## src/design/cba_params.svh

```systemverilog
/*
 * Constants for the calibration bus arbiter: register offsets, field
 * positions, reset values and timing counts. Included by the arbiter, the
 * engine and the testbench; holds definitions only.
 */
`ifndef CBA_PARAMS_SVH
`define CBA_PARAMS_SVH

// Register offsets on the reconfiguration address
`define CBA_ARB_OFFSET      11'h000
`define CBA_CALEN_OFFSET    11'h100
`define CBA_PLLCAP_OFFSET   11'h480
`define CBA_CHCAP_OFFSET    11'h481

// bus_arbitration_ctrl fields
`define CBA_ARB_OWNER_BIT   0
`define CBA_ARB_DONE_BIT    1
`define CBA_ARB_ABORT_VAL   8'h02

// calibration_enable fields
`define CBA_CALEN_RX_BIT    0
`define CBA_CALEN_TX_BIT    1
`define CBA_CALEN_RESET     8'h00

// channel_capability_status fields
`define CBA_CAP_TXBUSY_BIT  0
`define CBA_CAP_RXBUSY_BIT  1
`define CBA_CAP_OWNER_BIT   2
`define CBA_CAP_TXEN_BIT    4
`define CBA_CAP_RXEN_BIT    5
`define CBA_CAP_EN_RESET    2'h3

// Timing: busy rises this many clocks after a write of 0 to the done bit
`define CBA_BUSY_DELAY      2

`endif

```

## src/design/cba_pkg.sv

```systemverilog
/*
 * Types shared by the calibration bus arbiter files.
 * Assumes cba_params.svh is on the include path.
 */
package cba_pkg;
    // Owner of the internal configuration bus
    typedef enum logic [1:0] {
        CBA_ENGINE_IDLE = 2'b00,
        CBA_ENGINE_CAL  = 2'b01,
        CBA_USER        = 2'b10
    } cba_owner_t;
endpackage

```

## src/design/cba_arbiter.sv

```systemverilog
/*
 * Calibration bus arbiter: shares the internal configuration bus between
 * the calibration engine and the user reconfiguration port, holds the
 * calibration enable and capability registers and drives the busy outputs.
 * Assumes a byte-wide reconfiguration port in the same clock domain, one
 * access per clock, and a reset controller watching the busy outputs.
 *
 */
`timescale 1ns/10ps
`include "cba_params.svh"

module cba_arbiter
    import cba_pkg::*;
#(
    parameter int  CAL_CYCLES = 64,
    parameter bit  IS_PLL     = 1'b0
) (
    // Clock and reset
    input  wire logic        clock,
    input  wire logic        rstn,
    // Options fixed at build time
    input  wire logic        sep_wait_en,
    input  wire logic        csr_en,
    // Reconfiguration port
    input  wire logic [10:0] reconfig_address,
    input  wire logic        reconfig_read,
    input  wire logic        reconfig_write,
    input  wire logic [7:0]  reconfig_writedata,
    output logic [7:0]       reconfig_readdata,
    output logic             reconfig_waitrequest,
    // Busy outputs
    output logic             tx_cal_busy,
    output logic             rx_cal_busy,
    output logic             pll_cal_busy
);
    cba_owner_t owner_reg;
    cba_owner_t owner_next;
    logic [7:0] calen_reg;
    logic [7:0] calen_next;
    logic [1:0] busy_en_reg;
    logic [1:0] busy_en_next;
    logic [1:0] delay_reg;
    logic [1:0] delay_next;
    logic       stuck_reg;
    logic       stuck_next;
    logic [7:0] rdata_reg;
    logic [7:0] rdata_next;

    logic eng_running;
    logic eng_finished;
    logic cal_start;
    logic cal_abort;
    logic busy_node;
    logic eng_owns;
    logic wr_arb;
    logic wr_calen;
    logic wr_cap;
    logic rd_ok;
    logic tx_busy_g;
    logic rx_busy_g;

    assign eng_owns = (owner_reg != CBA_USER);
    assign wr_arb   = reconfig_write && (reconfig_address == `CBA_ARB_OFFSET);
    assign wr_calen = reconfig_write && (reconfig_address == `CBA_CALEN_OFFSET);
    assign wr_cap   = reconfig_write && (reconfig_address == `CBA_CHCAP_OFFSET);

    assign cal_abort = wr_arb && eng_running
                       && (reconfig_writedata == `CBA_ARB_ABORT_VAL);
    // Engine starts a run when the bus is handed back with an enable set
    assign cal_start = (owner_reg == CBA_USER) && wr_arb
                       && reconfig_writedata[`CBA_ARB_OWNER_BIT] && (calen_reg != 8'h00);

    cba_cal_engine #(
        .CAL_CYCLES (CAL_CYCLES)
    ) u_engine (
        .clock    (clock),
        .rstn     (rstn),
        .start    (cal_start),
        .abort    (cal_abort),
        .run_ok   (1'b1),
        .running  (eng_running),
        .finished (eng_finished)
    );

    // busy tracks the run; delayed and stuck busy
    assign busy_node = eng_running || delay_reg == 2'd0 && stuck_reg;

    // Ownership machine
    always_comb begin
        owner_next = owner_reg;
        // ownership moves only on writes or run end
        unique case (owner_reg)
            CBA_ENGINE_CAL: begin
                if (cal_abort) begin
                    owner_next = CBA_USER;
                end else if (eng_finished) begin
                    owner_next = CBA_ENGINE_IDLE;
                end
            end
            CBA_ENGINE_IDLE: begin
                // request write taken while engine holds the bus between runs
                // bit 0 low requests user control
                if (wr_arb && !reconfig_writedata[`CBA_ARB_OWNER_BIT]) begin
                    owner_next = CBA_USER;
                end
            end
            CBA_USER: begin
                // bit 0 high hands the bus to the engine
                // 0x1 or 0x3 both return the bus
                if (wr_arb && reconfig_writedata[`CBA_ARB_OWNER_BIT]) begin
                    owner_next = (calen_reg != 8'h00) ? CBA_ENGINE_CAL : CBA_ENGINE_IDLE;
                end
            end
            default: owner_next = CBA_ENGINE_IDLE;
        endcase
    end

    // Register writes
    always_comb begin
        calen_next   = calen_reg;
        busy_en_next = busy_en_reg;
        delay_next   = delay_reg;
        stuck_next   = stuck_reg;
        // enable register, user owner only; PLL keeps bits 7:1 zero
        if (wr_calen && !eng_owns) begin
            calen_next = IS_PLL ? {7'h00, reconfig_writedata[0]}
                                : {6'h00, reconfig_writedata[1:0]};
        end
        // Enables are consumed once a run starts
        if (cal_start) begin
            calen_next = 8'h00;
        end
        // busy output enables are soft, always writable
        if (wr_cap) begin
            busy_en_next = {reconfig_writedata[`CBA_CAP_RXEN_BIT],
                            reconfig_writedata[`CBA_CAP_TXEN_BIT]};
        end
        // count down to raising busy after done cleared
        if (delay_reg != 2'd0) begin
            delay_next = delay_reg - 2'd1;
        end
        // done and owner bits cleared by the user owner: busy sticks until a run finishes
        if (wr_arb && !eng_owns && !reconfig_writedata[`CBA_ARB_DONE_BIT]
            && !reconfig_writedata[`CBA_ARB_OWNER_BIT]) begin
            stuck_next = 1'b1;
            // A repeated clear while already stuck must not reload and dip busy
            if (!stuck_reg) begin
                delay_next = 2'(`CBA_BUSY_DELAY - 1);
            end
        end else if (eng_finished) begin
            stuck_next = 1'b0;
        end
    end

    // Read path; capability reads ignore ownership
    always_comb begin
        rdata_next = rdata_reg;
        if (rd_ok) begin
            unique case (reconfig_address)
                `CBA_ARB_OFFSET: begin
                    rdata_next = {6'h00, !busy_node, eng_owns};
                end
                `CBA_CALEN_OFFSET: begin
                    rdata_next = calen_reg;
                end
                `CBA_CHCAP_OFFSET: begin
                    rdata_next = {2'b00, busy_en_reg, 1'b0, eng_owns,
                                  rx_busy_g, tx_busy_g};
                end
                `CBA_PLLCAP_OFFSET: begin
                    rdata_next = {5'h00, eng_owns, pll_cal_busy, 1'b0};
                end
                default: rdata_next = 8'h00;
            endcase
        end
    end

    // offset zero not readable while wait is high
    assign rd_ok = reconfig_read && !(reconfig_waitrequest
                   && reconfig_address == `CBA_ARB_OFFSET);

    always_ff @(posedge clock) begin
        if (!rstn) begin
            // engine owns the bus through power-up calibration
            owner_reg   <= CBA_ENGINE_CAL;
            calen_reg   <= `CBA_CALEN_RESET;
            // busy output enables power up set
            busy_en_reg <= `CBA_CAP_EN_RESET;
            delay_reg   <= 2'd0;
            stuck_reg   <= 1'b0;
            rdata_reg   <= 8'h00;
        end else begin
            owner_reg   <= owner_next;
            calen_reg   <= calen_next;
            busy_en_reg <= busy_en_next;
            delay_reg   <= delay_next;
            stuck_reg   <= stuck_next;
            rdata_reg   <= rdata_next;
        end
    end

    // gate the shared node per direction
    assign tx_busy_g = busy_node && busy_en_reg[0];
    assign rx_busy_g = busy_node && busy_en_reg[1];
    assign tx_cal_busy  = tx_busy_g;
    assign rx_cal_busy  = rx_busy_g;
    assign pll_cal_busy = busy_node;
    assign reconfig_readdata = rdata_reg;

    // wait follows ownership unless separated by options
    assign reconfig_waitrequest = eng_owns && !(sep_wait_en && csr_en);

    // Assertions
    a_wait_owner: assert property (@(posedge clock) disable iff (!rstn)
        !(sep_wait_en && csr_en) |-> (reconfig_waitrequest == eng_owns))
        else $error("wait does not follow ownership");
    a_wait_sep: assert property (@(posedge clock) disable iff (!rstn)
        (sep_wait_en && csr_en) |-> !reconfig_waitrequest)
        else $error("wait raised in separated mode");
    a_grant_user: assert property (@(posedge clock) disable iff (!rstn)
        (owner_reg == CBA_ENGINE_IDLE && wr_arb && !reconfig_writedata[0])
        |=> owner_reg == CBA_USER)
        else $error("user request not granted");
    a_abort_user: assert property (@(posedge clock) disable iff (!rstn)
        cal_abort |=> (owner_reg == CBA_USER) && !eng_running)
        else $error("abort did not return bus");
    a_busy_delay: assert property (@(posedge clock) disable iff (!rstn)
        (wr_arb && !eng_owns && !reconfig_writedata[1] && !reconfig_writedata[0]
         && !eng_running && !stuck_reg) |-> !busy_node ##1 !busy_node ##1 busy_node)
        else $error("busy not raised two clocks after done clear");
    a_tx_mask: assert property (@(posedge clock) disable iff (!rstn)
        !busy_en_reg[0] |-> !tx_cal_busy)
        else $error("tx busy high while disabled");
    a_rx_mask: assert property (@(posedge clock) disable iff (!rstn)
        !busy_en_reg[1] |-> !rx_cal_busy)
        else $error("rx busy high while disabled");
    a_busy_run: assert property (@(posedge clock) disable iff (!rstn)
        eng_running |-> pll_cal_busy)
        else $error("busy dropped during run");
    a_cap_read: assert property (@(posedge clock) disable iff (!rstn)
        (reconfig_read && reconfig_address == `CBA_CHCAP_OFFSET)
        |=> reconfig_readdata[2] == $past(eng_owns))
        else $error("owner bit wrong on capability read");
    a_done_read: assert property (@(posedge clock) disable iff (!rstn)
        (rd_ok && reconfig_address == `CBA_ARB_OFFSET)
        |=> reconfig_readdata[1] == !$past(busy_node))
        else $error("done bit not inverted busy");
    a_pll_owner: assert property (@(posedge clock) disable iff (!rstn)
        (reconfig_read && reconfig_address == `CBA_PLLCAP_OFFSET)
        |=> reconfig_readdata[2] == $past(eng_owns)
            && reconfig_readdata[1] == $past(pll_cal_busy))
        else $error("owner or busy bit wrong on pll capability read");
    a_cap_busy: assert property (@(posedge clock) disable iff (!rstn)
        (reconfig_read && reconfig_address == `CBA_CHCAP_OFFSET)
        |=> reconfig_readdata[1] == $past(rx_cal_busy)
            && reconfig_readdata[0] == $past(tx_cal_busy))
        else $error("busy bits wrong on capability read");
    a_tx_gate: assert property (@(posedge clock) disable iff (!rstn)
        busy_en_reg[0] |-> (tx_cal_busy == pll_cal_busy))
        else $error("enabled tx busy differs from node");
    a_rx_gate: assert property (@(posedge clock) disable iff (!rstn)
        busy_en_reg[1] |-> (rx_cal_busy == pll_cal_busy))
        else $error("enabled rx busy differs from node");
    a_calen_rsvd: assert property (@(posedge clock) disable iff (!rstn)
        (calen_reg[7:2] == 6'h00) && !(IS_PLL && calen_reg[1]))
        else $error("reserved enable bit set");
    a_calen_refuse: assert property (@(posedge clock) disable iff (!rstn)
        (wr_calen && eng_owns) |=> $stable(calen_reg))
        else $error("enable register written while engine owns bus");
    a_owner_hold: assert property (@(posedge clock) disable iff (!rstn)
        (!reconfig_write && !eng_finished) |=> $stable(owner_reg))
        else $error("ownership moved without cause");
    // Reset values use reset itself as the trigger, so no disable here
    a_reset_owner: assert property (@(posedge clock)
        !rstn |=> eng_owns && pll_cal_busy)
        else $error("engine does not own bus after reset");
    a_en_reset: assert property (@(posedge clock)
        !rstn |=> busy_en_reg == 2'h3)
        else $error("busy enables not set after reset");
endmodule // cba_arbiter

```

## src/design/cba_cal_engine.sv

```systemverilog
/*
 * Calibration engine model of the arbiter: sequences one calibration run.
 * A start request with a nonzero enable set runs for a parameter number of
 * clocks; an abort ends the run early. Assumes one clock and sync reset.
 */
`timescale 1ns/10ps
`include "cba_params.svh"

module cba_cal_engine
    import cba_pkg::*;
#(
    parameter int CAL_CYCLES = 64
) (
    // Clock and reset
    input  wire logic clock,
    input  wire logic rstn,
    // Control
    input  wire logic start,
    input  wire logic abort,
    input  wire logic run_ok,
    // Status
    output logic      running,
    output logic      finished
);
    localparam int CW = $clog2(CAL_CYCLES + 1);

    logic [CW-1:0] count_reg;
    logic [CW-1:0] count_next;
    logic          run_reg;
    logic          run_next;
    logic          fin_reg;
    logic          fin_next;

    // Run counter; starts busy so power-up calibration completes first
    always_comb begin
        count_next = count_reg;
        run_next   = run_reg;
        fin_next   = 1'b0;
        if (abort) begin
            run_next = 1'b0;
        end else if (start && run_ok) begin
            run_next   = 1'b1;
            count_next = CW'(CAL_CYCLES);
        end else if (run_reg) begin
            if (count_reg <= CW'(1)) begin
                run_next = 1'b0;
                fin_next = 1'b1;
            end else begin
                count_next = count_reg - CW'(1);
            end
        end
    end

    always_ff @(posedge clock) begin
        if (!rstn) begin
            count_reg <= CW'(CAL_CYCLES);
            run_reg   <= 1'b1;
            fin_reg   <= 1'b0;
        end else begin
            count_reg <= count_next;
            run_reg   <= run_next;
            fin_reg   <= fin_next;
        end
    end

    assign running  = run_reg;
    assign finished = fin_reg;

    // Run must end within 1000 clocks of its start
    a_run_ends: assert property (@(posedge clock) disable iff (!rstn)
        $rose(run_reg) |-> ##[1:1000] !run_reg)
        else $error("calibration run did not end");
endmodule // cba_cal_engine

```

## config.mk

```make
export PLATFORM = sky130hd
export DESIGN_NAME = cba_arbiter
export DESIGN_NICKNAME = d
export VERILOG_FILES = /design/src/design/cba_pkg.sv /design/src/design/cba_arbiter.sv /design/src/design/cba_cal_engine.sv
export VERILOG_INCLUDE_DIRS = /design/src /design/src/design
export SDC_FILE = /design/constraint.sdc
export NUM_CORES = 1
export LEC_CHECK = 0
export ABC_AREA = 1
export BUFFER_PORTS_ARGS = -buffer_cell sky130_fd_sc_hd__buf_2
export CAP_MARGIN = 0
export CORE_ASPECT_RATIO = 0.8
export CORE_UTILIZATION = 45
export DETAILED_ROUTE_END_ITERATION = 7
export HOLD_SLACK_MARGIN = 0.1
export PLACE_DENSITY_LB_ADDON = 0.3
export SETUP_SLACK_MARGIN = 0.3
export SYNTH_ARGS = -nofsm -noshare
export SYNTH_HDL_FRONTEND = slang
export SYNTH_SLANG_ARGS = --single-unit
```

## constraint.sdc

```tcl
create_clock -name clock -period 3.5 [get_ports clock]
set_input_delay 0.175 -clock clock [delete_from_list [all_inputs] [get_ports clock]]
set_output_delay 0.175 -clock clock [all_outputs]
set_load 0.03 [all_outputs]
```

==> impl_metrics.tcl <==
set metrics [dict create \
    status "completed" \
    vias 1422 \
    clk_path_buf_depth 2 \
    final_common_cell "buf_2" \
    cp-end-kind "flop" \
    cts_inserted_buffers 3 \
    place_inst 277 \
    p_per_area_mw_per_mm2 511.6 \
    clock-sinks 23 \
    cp_cell_sequence "inv_1, ha_1, o21ai_2, inv_1, nor2_1, nand4_1, a21oi_1" \
    antenna_cells 0 \
    switching_share_pct 39.49 \
    p_seq_share_pct 41.2 \
    synth_seq_cells 23 \
    rsz0062_at_grt "false" \
    yosys_warnings 0 \
    p_total_uw 870.5 \
    grt_max_degree 14 \
    path_buf_inv 2 \
    p_clk_share_pct 19.0 \
    finalSetupViolations 0 \
    hold_buffers 0 \
    clockRootBuffer "clkbuf_8" \
    finalSetupTns_ns 0 \
    ios 37 \
    hold_violations 0 \
    final.setup.worst_slack_ns 1.967 \
    rows 18 \
    wl_per_cell_um 11.15 \
    grt_pass1_vias 1204 \
    start_kind "flop" \
    p_int_uw 526.8 \
    start_util_pct 47.42 \
    clk_latency_ns 0.27 \
    cts_tree "built" \
    path_common_cell "inv_1" \
    critPathTopFamily "compound AO/OA/AOI/OAI gates" \
    syn-mean-instance-area_um2 7.120 \
    largest_reg_flops 7 \
    hp-class "in2reg" \
    cpPeakStageDelay_ns 0.38 \
    post_cts_buffers 0 \
    ctsHtreeMaxLevel 1 \
    maxCapViolCount 0 \
    grt_util_met1_pct 28.27 \
    grt_pass1_wl_um 5175 \
    synth_area_leaders "dfxtp_1 31%, nand2_1 7.6%, nand3_1 6.5%, inv_1 6.4%, nor2_1 6.4%" \
    min_period_ns 1.533 \
    yosysTopAreaCellShare_pct 31.24 \
    numPortBuffers 33 \
    dp_slack_ns 1.976 \
    max_freq_mhz 652.2 \
    synth_area_leader_cell "dfxtp_1" \
    arrival_ns 1.73 \
    hold_ws_ns 0.2204 \
    nNetsFinal 269 \
    synth_cell_types 34 \
    fin_skew_ns 0.005905 \
    antenna_found_initial 0 \
    syn_inst 207 \
    drc 0 \
    crit_fanout 4 \
    switching_power_uw 343.7 \
    path_class "reg2reg" \
    met2_usage_pct 29.76 \
    routed_wl_um 3133 \
    syn2layout_area_growth_pct 15.45 \
    seq_area_um2 460.4 \
    stdcell_count 281 \
    dieArea_mm2 0.003510 \
    cts.clk_slew.worst_paths_ns 0.08 \
    core-area_mm2 0.003108 \
    fp.dieH_um 53.19 \
    use_met3_pct 5.388 \
    drtPass1Iterations 4 \
    die_w_um 65.99 \
    hpwl_um 2572 \
    busiest_layer "met2" \
    grt_use_total_pct 19.90 \
    period_share_pct 43.81 \
    drt_iter0_markers 84 \
    cts-resized-gates 0 \
    worstPathRequired_ns 3.69 \
    viasPerCell 5.060 \
    combPwrFrac_pct 39.7 \
    overflow 0 \
    drtAntennaViolNets 0 \
    layout-drive-gt1-share_pct 26.56 \
    slew_violations 0 \
    routabilityCongestion 0.8756 \
    final_cell_mix "33 x buf_2, 30 x nand2_1, 25 x inv_1, 25 x nor2_1, 23 x dfxtp_1" \
    slowest_stage "dfxtp_1" \
    p_leak_nw 0.7922 \
    vdd_drop_max_mv 0.2691 \
    fill_cells 313 \
    yosysSeqAreaShare_pct 31.24 \
    synth_area_mm2 0.001474 \
    multiInputGateArea_um2 854.6 \
]
-- kinds of logic (layout without fill, tap and decap cells) --
| logic type | after synthesis | after routing | share of synthesized area (%) |
|---|---|---|---|
| xor+xnor | 4 | 4 | 2.377 |
| fa+ha+maj | 2 | 2 | 1.698 |
| compound gates | 29 | 29 | 11.04 |
| simple gates | 111 | 111 | 42.11 |
| buf+inv | 37 | 69 | 11.29 |
| other cells | 1 | 3 | 0.2544 |
| flops | 23 | 23 | 31.24 |
-- per-layer routing --
metal	up-vias	wire length, um
li1	747	-
met5	-	0
met2	37	1289
met3	2	173
met1	636	1660
met4	0	10
-- cells in the mapped netlist, drive strengths merged --
library cell and n:
buf 4, nand3b 1, dfxtp 23, nand3 22, xnor2 2, ha 2, clkbuf 1, o31ai 1
o211ai 3, a21oi 17, a31oi 1, nor2 32, xor2 2, or2 1, clkinv 2, a22oi 1
nand2 36, o21ai 6, nor3 6, inv 30, nand4 13, conb 1
-- cell type report --
class | count | share of cell area (%)
timing repair buffer | 33 | 9.706
clock inverter | 1 | 0.2941
clock buffer | 3 | 2.426
multi-input combinational | 149 | 50.22
inverter | 32 | 7.353
sequential | 23 | 27.06
tap | 40 | 2.941
-- power groups by stage --
stage / combinational, mW / clock (mW) / sequential, mW
6_report: 0.346 / 0.166 / 0.359
5_1_grt: 0.394 / 0.181 / 0.366
4_1_cts: 0.346 / 0.168 / 0.358
3_5_place_dp: 0.346 / 0 / 0.364
3_3_place_gp: 0.345 / 0 / 0.364
2_1_floorplan: 0.281 / 0 / 0.350
-- stage by stage --
step / cell area [um2] / util, %
after CTS: 1702 / 54.75
final: 1702 / 54.75
after global placement: 1655 / 53.26
after global routing: 1702 / 54.75
after detailed placement: 1655 / 53.26
after floorplan: 1481 / -
-- path summary, 6_finish.rpt --
kind / startpoint / end / slack [ns] / cells past startpoint
worst max register to register: u_engine.count_reg[1] / u_engine.count_reg[4] / 1.97 / 7
worst max-delay path: u_engine.count_reg[1] / u_engine.count_reg[4] / 1.97 / 7
worst min-delay path: rstn / u_engine.count_reg[6] / 0.22 / 2
worst min register to register: delay_reg[1] / delay_reg[1] / 0.47 / 2
Power figures use the tool's default switching activity.
